**config.mk**
```make
export PLATFORM = sky130hd
export DESIGN_NAME = uart_ext_regs
export DESIGN_NICKNAME = d
export VERILOG_FILES = /design/src/common/uart_ext_pkg.sv /design/src/logic/uart_ext_regs.sv
export VERILOG_INCLUDE_DIRS = /design/src /design/src/common
export SDC_FILE = /design/constraint.sdc
export NUM_CORES = 1
export LEC_CHECK = 0
export ABC_CLOCK_PERIOD_IN_PS = 2100
export BUFFER_PORTS_ARGS = -buffer_cell sky130_fd_sc_hd__buf_2
export CORE_MARGIN = 5
export CORE_UTILIZATION = 45
export CTS_BUF_LIST = sky130_fd_sc_hd__clkbuf_4
export DETAILED_ROUTE_END_ITERATION = 8
export HOLD_SLACK_MARGIN = 0.15
export PLACE_DENSITY = 0.72
export SLEW_MARGIN = 20
export SYNTH_ARGS = -nofsm -noshare
export SYNTH_HDL_FRONTEND = slang
export SYNTH_SLANG_ARGS = --single-unit
```
**constraint.sdc**
```tcl
create_clock -name clk_sys_i -period 2.1 [get_ports clk_sys_i]
set_clock_uncertainty 0.15 [all_clocks]
set_input_delay 0.42 -clock clk_sys_i [delete_from_list [all_inputs] [get_ports clk_sys_i]]
set_output_delay 0.42 -clock clk_sys_i [all_outputs]
set_load 0.02 [all_outputs]
```
**src/common/uart_ext_map.svh**
```systemverilog
`ifndef UART_EXT_MAP_SVH
`define UART_EXT_MAP_SVH
// ****************************************
// Offsets
// ****************************************
`define OFS_TRIGGER 3'h0
`define OFS_FEATURE 3'h1
`define OFS_ALTFUNC 3'h2
`define OFS_ADVSPEC 3'h4
`define OFS_SAMPLE 3'h5
`define OFS_SECOND_XOFF_CHAR 3'h7
// ****************************************
// Access keys and reset values
// ****************************************
`define LCR_ENH_KEY 8'hBF
`define LCR_DLAB_BIT 7
`define EFR_ENH_BIT 4
`define FEATURE_RESET 8'h20
`define TRIG_MAX 7'h40
`define TABLE_D 2'h3
`define REVISION_VALUE 8'h01
`define DEVICE_ID_VALUE 8'h5A
`endif

```
**src/common/uart_ext_pkg.sv**
```systemverilog
package uart_ext_pkg;
  // Host register port
  typedef struct packed {
    logic rd;
    logic wr;
    logic [2:0] addr;
    logic [7:0] wdata;
  } host_req_s;
  // Advanced special register fields
  typedef struct packed {
    logic rs485_access;
    logic tx_disable;
    logic rx_disable;
    logic irda_fast;
    logic irda_rx_invert;
    logic sample_enable;
    logic unused;
    logic ready_disable;
  } adv_special_s;
  typedef struct packed {
    logic [7:0] second_xoff_char;
    logic [6:0] rx_trig;
    logic [6:0] tx_trig;
    logic [1:0] table_sel;
    logic [3:0] hyst_sel;
    logic afr_op2_sel;
    adv_special_s advanced_special;
    logic [7:0] sample_clk;
    logic fc_show_tx;
    logic [7:0] rdata;
    logic rvalid;
    logic op2;
    logic [5:0] hyst;
  } state_s;
endpackage

```
**src/logic/uart_ext_regs.sv**
```systemverilog
`timescale 1ns/1ps
`default_nettype none
`include "uart_ext_map.svh"
// Contract
// - Second XOFF at 0x07 when LINE_CONTROL_REG=0xBF
// - Revision read at 0x00, DLAB, divisors zero
// - Device ID under same zero-divisor condition
// - Trigger write bit7 selects RX or TX
// - Low seven bits set table D level
// - Level counter bit7 toggles after reads
// - Bits 6:0 report selected FIFO count
// - Feature bits 5:4 select trigger table
// - Feature bits 3:0 pick hysteresis characters
// - Hysteresis active only with table D
// - Alternate function needs EFR4 clear, DLAB
// - Alt bit1 selects second output source
// - Advanced special needs EFR4 set, DLAB
// - ADVANCED_SPECIAL bit7 enables RS-485 register access
// - ADVANCED_SPECIAL bit6 disables transmitter
// - ADVANCED_SPECIAL bit5 disables receiver
// - ADVANCED_SPECIAL bit4 selects infrared pulse width
// - ADVANCED_SPECIAL bit3 inverts infrared receive input
// - ADVANCED_SPECIAL bit2 enables sample clock register
// - ADVANCED_SPECIAL bit0 disables FIFO ready access
// - Sample clock at 0x05 when ASR2 set
module uart_ext_regs
  import uart_ext_pkg::*;
#(
  parameter logic [7:0] REVISION = `REVISION_VALUE, // arbitrary value
  parameter logic [7:0] DEVICE_ID = `DEVICE_ID_VALUE // arbitrary value
) (
  // Clock and reset
  input wire logic clk_sys_i,
  input wire logic resetn_i,
  // Host register port
  input wire host_req_s req_i,
  output logic [7:0] rdata_o,
  output logic rvalid_o,
  // Core register context
  input wire logic [7:0] line_control_reg_i,
  input wire logic [7:0] enhanced_feature_reg_i,
  input wire logic [7:0] divisor_low_byte_i,
  input wire logic [7:0] divisor_high_byte_i,
  input wire logic [7:0] modem_control_reg_i,
  input wire logic baud_clock_output_i,
  // FIFO fill levels
  input wire logic [6:0] rx_fifo_count_i,
  input wire logic [6:0] tx_fifo_count_i,
  // Configuration to the channel
  output logic [6:0] receive_trigger_level_o,
  output logic [6:0] transmit_trigger_level_o,
  output logic [1:0] trigger_table_o,
  output logic [5:0] rts_hysteresis_o,
  output logic second_user_output_o,
  output logic rs485_access_en_o,
  output logic tx_disable_o,
  output logic rx_disable_o,
  output logic irda_fast_o,
  output logic irda_rx_invert_o,
  output logic sample_clk_en_o,
  output logic fifo_ready_access_dis_o,
  output logic [7:0] sample_clock_reg_o
);

  // ****************************************
  // Decode helpers
  // ****************************************
  function automatic logic [5:0] hyst_chars(input logic [3:0] code);
    unique case (code)
      4'h0: hyst_chars = 6'd0;
      4'h1: hyst_chars = 6'd4;
      4'h2: hyst_chars = 6'd6;
      4'h3: hyst_chars = 6'd8;
      4'h4: hyst_chars = 6'd8;
      4'h5: hyst_chars = 6'd16;
      4'h6: hyst_chars = 6'd24;
      4'h7: hyst_chars = 6'd32;
      4'h8: hyst_chars = 6'd40;
      4'h9: hyst_chars = 6'd44;
      4'hA: hyst_chars = 6'd48;
      4'hB: hyst_chars = 6'd52;
      4'hC: hyst_chars = 6'd12;
      4'hD: hyst_chars = 6'd20;
      4'hE: hyst_chars = 6'd28;
      4'hF: hyst_chars = 6'd36;
    endcase
  endfunction

  // Levels above the table limit are clamped to keep the FIFO sane
  function automatic logic [6:0] clamp_trig(input logic [6:0] v);
    clamp_trig = (v > `TRIG_MAX) ? `TRIG_MAX : v;
  endfunction

  state_s state_reg;
  state_s state_next;

  logic enh_mode;
  logic dlab_alt;
  logic div_zero;
  logic afr_sel;
  logic asr_sel;
  logic snr_sel;

  always_comb begin
    enh_mode = (line_control_reg_i == `LCR_ENH_KEY);
    dlab_alt = line_control_reg_i[`LCR_DLAB_BIT] && !enh_mode;
    div_zero = (divisor_low_byte_i == 8'h00)
      && (divisor_high_byte_i == 8'h00);
    afr_sel = dlab_alt && !enhanced_feature_reg_i[`EFR_ENH_BIT];
    asr_sel = dlab_alt && enhanced_feature_reg_i[`EFR_ENH_BIT];
    snr_sel = dlab_alt && state_reg.advanced_special.sample_enable;
  end

  // ****************************************
  // Register file
  // ****************************************
  always_comb begin
    state_next = state_reg;
    state_next.rvalid = 1'b0;
    state_next.rdata = 8'h00;
    if (req_i.wr) begin
      unique case (req_i.addr)
        `OFS_TRIGGER: begin
          if (enh_mode) begin
            if (req_i.wdata[7]) begin
              state_next.tx_trig = clamp_trig(req_i.wdata[6:0]);
            end else begin
              state_next.rx_trig = clamp_trig(req_i.wdata[6:0]);
            end
          end
        end
        `OFS_FEATURE: begin
          if (enh_mode) begin
            state_next.table_sel = req_i.wdata[5:4];
            state_next.hyst_sel = req_i.wdata[3:0];
          end
        end
        `OFS_ALTFUNC: begin
          if (afr_sel) begin
            state_next.afr_op2_sel = req_i.wdata[1];
          end
        end
        `OFS_ADVSPEC: begin
          if (asr_sel) begin
            state_next.advanced_special = adv_special_s'(req_i.wdata);
          end
        end
        `OFS_SAMPLE: begin
          if (snr_sel) begin
            state_next.sample_clk = req_i.wdata;
          end
        end
        `OFS_SECOND_XOFF_CHAR: begin
          if (enh_mode) begin
            state_next.second_xoff_char = req_i.wdata;
          end
        end
        default: begin
        end
      endcase
    end else if (req_i.rd) begin
      state_next.rvalid = 1'b1;
      unique case (req_i.addr)
        `OFS_TRIGGER: begin
          if (enh_mode) begin
            state_next.rdata = {state_reg.fc_show_tx,
              state_reg.fc_show_tx ? tx_fifo_count_i
                                   : rx_fifo_count_i};
            state_next.fc_show_tx = !state_reg.fc_show_tx;
          end else if (line_control_reg_i[`LCR_DLAB_BIT] && div_zero) begin
            state_next.rdata = REVISION;
          end
        end
        `OFS_FEATURE: begin
          if (enh_mode) begin
            state_next.rdata = {2'b00, state_reg.table_sel,
              state_reg.hyst_sel};
          end else if (line_control_reg_i[`LCR_DLAB_BIT] && div_zero) begin
            state_next.rdata = DEVICE_ID;
          end
        end
        `OFS_ALTFUNC: begin
          if (afr_sel) begin
            state_next.rdata = {6'h00, state_reg.afr_op2_sel, 1'b0};
          end
        end
        `OFS_ADVSPEC: begin
          if (asr_sel) begin
            state_next.rdata = state_reg.advanced_special;
          end
        end
        `OFS_SAMPLE: begin
          if (snr_sel) begin
            state_next.rdata = state_reg.sample_clk;
          end
        end
        `OFS_SECOND_XOFF_CHAR: begin
          if (enh_mode) begin
            state_next.rdata = state_reg.second_xoff_char;
          end
        end
        default: begin
        end
      endcase
    end
    // Second output is active low, hence the inversions
    state_next.op2 = state_reg.afr_op2_sel ? !baud_clock_output_i
                                           : !modem_control_reg_i[3];
    // Hysteresis only meaningful with the programmable table
    state_next.hyst = (state_reg.table_sel == `TABLE_D)
      ? hyst_chars(state_reg.hyst_sel) : 6'd0;
  end

  always_ff @(posedge clk_sys_i) begin
    if (!resetn_i) begin
      state_reg <= '0;
      state_reg.table_sel <= 2'(`FEATURE_RESET >> 4);
      state_reg.op2 <= 1'b1;
    end else begin
      state_reg <= state_next;
    end
  end

  // ****************************************
  // Outputs
  // ****************************************
  assign rdata_o = state_reg.rdata;
  assign rvalid_o = state_reg.rvalid;
  assign receive_trigger_level_o = state_reg.rx_trig;
  assign transmit_trigger_level_o = state_reg.tx_trig;
  assign trigger_table_o = state_reg.table_sel;
  assign rts_hysteresis_o = state_reg.hyst;
  assign second_user_output_o = state_reg.op2;
  assign rs485_access_en_o = state_reg.advanced_special.rs485_access;
  assign tx_disable_o = state_reg.advanced_special.tx_disable;
  assign rx_disable_o = state_reg.advanced_special.rx_disable;
  assign irda_fast_o = state_reg.advanced_special.irda_fast;
  assign irda_rx_invert_o = state_reg.advanced_special.irda_rx_invert;
  assign sample_clk_en_o = state_reg.advanced_special.sample_enable;
  assign fifo_ready_access_dis_o = state_reg.advanced_special.ready_disable;
  assign sample_clock_reg_o = state_reg.sample_clk;

endmodule
`default_nettype wire

```
* Word-level counts from Yosys, hierarchy flattened
Memory sizes are Yosys's and may differ from the RTL's. A register that Yosys moved wholly into a read port is not among the register bits.
Cells that the tools add are included.
** Word-level totals
- Logic and storage cells :: 72
- Register bits after elaboration :: 62
- Memories kept :: 1
- Bits in read-only memories :: 80
- Input port bits :: 70
** Operators by class
- Reduce and logical (&&, ||, !) cells :: 26
- Eq/ne operators :: 7
- Order comparisons :: 1
- Muxes and demuxes :: 13
- Bitwise operators :: 4
** Memories
- (no name shown) :: words 16, bits a word 5, read ports 1, clocked after Yosys merged registers in 1, write ports 0, RTL line uart_ext_regs.sv:69 : unique case (code)
** Operators by type and width (number)
- $pmux W8 S6 :: 1
- $mux W8 :: 5
- $mux W7 :: 3
- $logic_not A8 Y1 :: 2
- $reduce_and A3 Y1 :: 5
- $reduce_and A4 Y1 :: 3
- $eq A3 B3 Y1 const B :: 3
- $eq A8 B8 Y1 const B :: 1
- $gt A7 B7 Y1 const B :: 1
- $logic_and A1 B1 Y1 :: 6
- $logic_not A1 Y1 :: 6
- $not A1 Y1 :: 4
- $eq A3 B1 Y1 const B :: 1
- $eq A3 B2 Y1 const B :: 1
- $logic_not A3 Y1 :: 1
- $mux W1 :: 3
- $reduce_or A3 Y1 :: 1
- $eq A2 B2 Y1 const B :: 1
- $mux W2 :: 1
- $reduce_and A2 Y1 :: 1
- $reduce_or A2 Y1 :: 1

* Depth between registers and ports, before layout
- Word-level depth :: 6
- Depth in mapped cells :: 7
- Depth with buffers taken out :: 5

* Worst setup path before layout
No wires, ideal clock.
- Path kind :: in2reg
- From :: in line_control_reg_i[7]
- To :: reg state_reg[54] (netlist name)
- Buffers on the path :: 3
- Setup slack :: 0.394 ns
- Data arrival time :: 1.440 ns
- Stages on the path :: 7
- Library setup time :: 0.116 ns
- Cell sequence :: buf_4 -> and4b_1 -> buf_4 -> and4_1 -> buf_6 -> mux2i_1 -> nor2b_1
** On the way
- Longest elaborated chain between the ends :: 2
** Ends and longest elaborated chain
- start: declaration :: RTL line uart_ext_regs.sv:40 : input wire logic [7:0] line_control_reg_i,
- $eq A8 B8 Y1 (no source line)
- $reduce_and A3 Y1 (no source line)
- end signal: assignment :: RTL line uart_ext_regs.sv:220 : state_reg <= state_next;
- end: declaration :: RTL line uart_ext_regs.sv:94 : state_s state_reg;
No other way between the ends.
A chain may end at the register's enable or synchronous reset.

* Worst setup path after layout
- From :: in modem_control_reg_i[3]
- To :: reg state_reg, in the netlist second_user_output_o
** On the way
- Longest elaborated chain between the ends :: 2
** Ends and longest elaborated chain
- start: declaration :: RTL line uart_ext_regs.sv:44 : input wire logic [7:0] modem_control_reg_i,
- $logic_not A1 Y1 :: RTL line uart_ext_regs.sv:208 : : !modem_control_reg_i[3];
- $mux W1 :: RTL line uart_ext_regs.sv:207 : state_next.op2 = state_reg.afr_op2_sel ? !baud_clock_output_i
No other way between the ends.

==> flow_summary_export.csv <==
group,metric,value,unit
drt,vias_per_cell,5.23,
floorplan,core-area,6870,um2
global_route,grt_max_degree,63,
worst_setup_path,critical_path_class,"in -> reg",
worst_setup_path,r2r_end,"rdata_o[1]$_SDFF_PP0_",
power_and_ir_drop,p_per_area,616,nW/um2
synth,ys_ff_latch,61,
synth,synthCells,345,
worst_setup_path,rr_worst_depth,4,
clock_network,clkTransAtPathRegs,0.10,ns
drt,drtPass1Iterations,4,
finish,largest_reg_flops,15,
timing,rsz0062_at_grt,"no",
synth,synth_cell_type_count,53,
finish,multi_input_area,1530,um2
clock_network,tritoncts,"done",
floorplan,die_width,94.3,um
drt,dr_total_vias,2641,
clock_network,numCtsBuffers,9,
clock_network,cts_max_level,3,
placed_design,dp_slack,0.133,ns
global_route,grt_pass1_wl,12900,um
worst_hold_path,hold_depth,3,
finish,drive_above_1_share,0.337,
worst_setup_path,crit_family,"buffers and inverters",
floorplan,die_h,94.3,um
finish,diodes,0,
worst_setup_path,worstPathRequired,2.30,ns
power_and_ir_drop,internal_power,0.00174,W
power_and_ir_drop,p_leak,1.60,nW
drt,route.met3.wl,601,um
worst_setup_path,worst_setup_path_start_kind,"input port",
floorplan,start_util,0.465,
worst_setup_path,cpMostUsedCell,"dlygate4sd3_1",
worst_setup_path,r2r-start,"state_reg[16]$_SDFFE_PN0P_",
synth,yosysWarnings,0,
finish,seqCellArea,1220,um2
synth,synthFlopType,"dfxtp_1",
clock_network,cts_setup_buffers,0,
finish,layout_commonest_cell,"buf_2",
worst_setup_path,path_cells,"dlygate4sd3_1, buf_2, mux2_2, dlygate4sd3_1, nand2_1",
timing,drv_slew,0,
drt,wire_per_inst,16.0,um
floorplan,ios,117,
finish,layout_common_cells,"101 x buf_2, 61 x dfxtp_1, 38 x mux2i_1",
outcome,outcome,"completed",
power_and_ir_drop,ir_drop,0.383,mV
synth,postSynth.asyncResetShare,0,
drt,antenna_left,0,
worst_setup_path,crit_slowest_cell,"dlygate4sd3_1",
worst_hold_path,min-delay-start,"req_i[12]",
floorplan,fp-row-count,30,
power_and_ir_drop,power_frac_clock,0.404,
worst_hold_path,hold_end,"rvalid_o$_SDFF_PP0_",
drt,wl_met1,3550,um
finish,final_cells,505,
finish,n_fill_cell,647,
global_route,grt_usage,0.190,
global_route,grt_pass1_vias,2633,
power_and_ir_drop,comb_power_share,0.082,
timing,fin_crit_sh,0.824,
synth,syn_nets,416,
global_route,grt.overflow.total,0,
synth,ys_seq_area_frac,0.382,
timing,finalSetupViolCount,0,
run,cap_viol_max_count,0,
power_and_ir_drop,power_switching,0.000517,W
worst_setup_path,worst_ep_arrival_time,1.93,ns
global_route,antenna_found_initial,0,
clock_network,clock_path_buffers,2,
timing,tns,0,ns
synth,syn-mean-instance-area,9.27,um2
drt,met2_length,3840,um
clock_network,cts-root-buf,"clkbuf_4",
synth,synth_edf_count,0,
drt,topRoutingLayerUsed,"met4",
placed_design,dp_cells,486,
clock_network,clkLatencyLatePin,0.40,ns
power_and_ir_drop,sequentialPowerShare,0.514,
timing,worst_slack,0.370,ns
worst_setup_path,critPathMaxFanout,1,
drt,initialDrtViolationCount,124,
worst_setup_path,critPathMaxStageDelay,0.55,ns
floorplan,dieArea,8890,um2
placed_design,port_buffers,101,
timing,period_needed,1.73,ns
finish,area_delta_synth_final,14.6,%
worst_hold_path,min_path_type,"in -> reg",
worst_setup_path,path_buf_inv,3,
drt,wl,8090,um
finish,final_net_count,475,
timing,hold_violations,0,
worst_setup_path,cp-end-kind,"flop",
placed_design,hpwl,6030,um
synth,syn-cell-area,3200,um2
drt,drcViolationCount,0,
timing,max_freq,0.578,GHz
placed_design,place_congestion,0.888,
clock_network,cts.sinks,61,
worst_setup_path,r2r_setup_slack,0.49,ns
power_and_ir_drop,switching_share,0.229,
-- layer usage --
metal  up-vias  GRT usage
li1       1311          -
met1      1227      0.240
met2        93      0.306
met3        10     0.0673
met4         0     0.0529
met5         -          0
-- Yosys cell counts (all sizes together), types with 3 or more instances --
| cell type | n | area (um2) |
|---|---|---|
| inv | 4 | 15.0 |
| a22oi | 4 | 30.0 |
| nand3 | 21 | 105 |
| a211oi | 3 | 22.5 |
| nor4 | 4 | 25.0 |
| nand4 | 6 | 50.0 |
| o21ai | 21 | 105 |
| a21oi | 9 | 48.8 |
| nand2 | 31 | 116 |
| and4b | 4 | 40.0 |
| nor2b | 14 | 87.6 |
| clkbuf | 11 | 42.5 |
| buf | 53 | 389 |
| and4 | 3 | 26.3 |
| a31oi | 3 | 18.8 |
| and3 | 3 | 20.0 |
| nand3b | 7 | 52.6 |
| a22o | 6 | 52.6 |
| mux2i | 38 | 380 |
| dfxtp | 61 | 1220 |
| nor2 | 11 | 48.8 |
-- final cells by class --
type / instances / area share
clock buffer: 11 / 0.0225
clock inverter: 5 / 0.0205
inverter: 4 / 0.00410
multi-input combinational: 216 / 0.417
sequential: 61 / 0.333
tap: 96 / 0.0328
timing repair buffer: 112 / 0.169
-- how the worst max path moves through the flow --
| stage | depth (start not counted) | startpoint | endpoint | slack, ns |
|---|---|---|---|---|
| CTS | 5 | modem_control_reg_i[3] | second_user_output_o$_SDFF_PN1_ | 0.40 |
| global route | 4 | state_reg[16]$_SDFFE_PN0P_ | rdata_o[1]$_SDFF_PP0_ | 0.37 |
| detailed placement | 5 | req_i[8] | state_reg[34]$_SDFFE_PN0P_ | 0.13 |
| global placement | 5 | req_i[8] | trigger_table_o[1]$_SDFFE_PN1P_ | 0.16 |
| floorplan | 7 | line_control_reg_i[7] | state_reg[54]$_SDFFE_PN0P_ | 0.39 |
| finish | 5 | modem_control_reg_i[3] | second_user_output_o$_SDFF_PN1_ | 0.37 |
-- power by group through the flow --
stage | logic (W) | clock network (W) | registers [W]
after floorplan | 0.0000928 | 0 | 0.00119
after global placement | 0.000176 | 0 | 0.00119
after detailed placement | 0.000179 | 0 | 0.00119
after CTS | 0.000184 | 0.000933 | 0.00116
after global routing | 0.000202 | 0.00100 | 0.00116
final | 0.000184 | 0.000912 | 0.00116
-- worst register-to-register path: cells and delay by family (launching register included) --
| family | cells | cell delay, ns |
|---|---|---|
| DFF | 1 | 0.63 |
| AOI/OAI and AO/OA | 3 | 0.42 |
| muxes | 1 | 0.30 |
-- cells by family after synthesis --
kind of cell,share of synthesized area
buffers and inverters,0.140
AND/OR/NAND/NOR,0.213
other,0.00117
flip-flops,0.382
AO/OA/AOI/OAI,0.128
XOR/XNOR,0.00548
multiplexers,0.126
adder cells (fa/ha/maj),0.00391
-- what timing repair did --
action / CTS / global route
hold endpoints to repair: 2 / 0
gates resized for setup: 0 / 0
hold buffers: 3 / 0
-- stage by stage --
| step | utilization | instance area, um2 | power, W | hold slack, ns |
|---|---|---|---|---|
| after detailed placement | 0.506 | 3480 | 0.00137 | 0.294 |
| after floorplan | - | 3200 | 0.00128 | 0.285 |
| final | 0.533 | 3660 | 0.00226 | 0.189 |
| after global placement | 0.506 | 3480 | 0.00136 | 0.292 |
| after global routing | 0.533 | 3660 | 0.00237 | 0.177 |
| after CTS | 0.533 | 3660 | 0.00228 | 0.159 |
(Power assumes the default switching activity.)
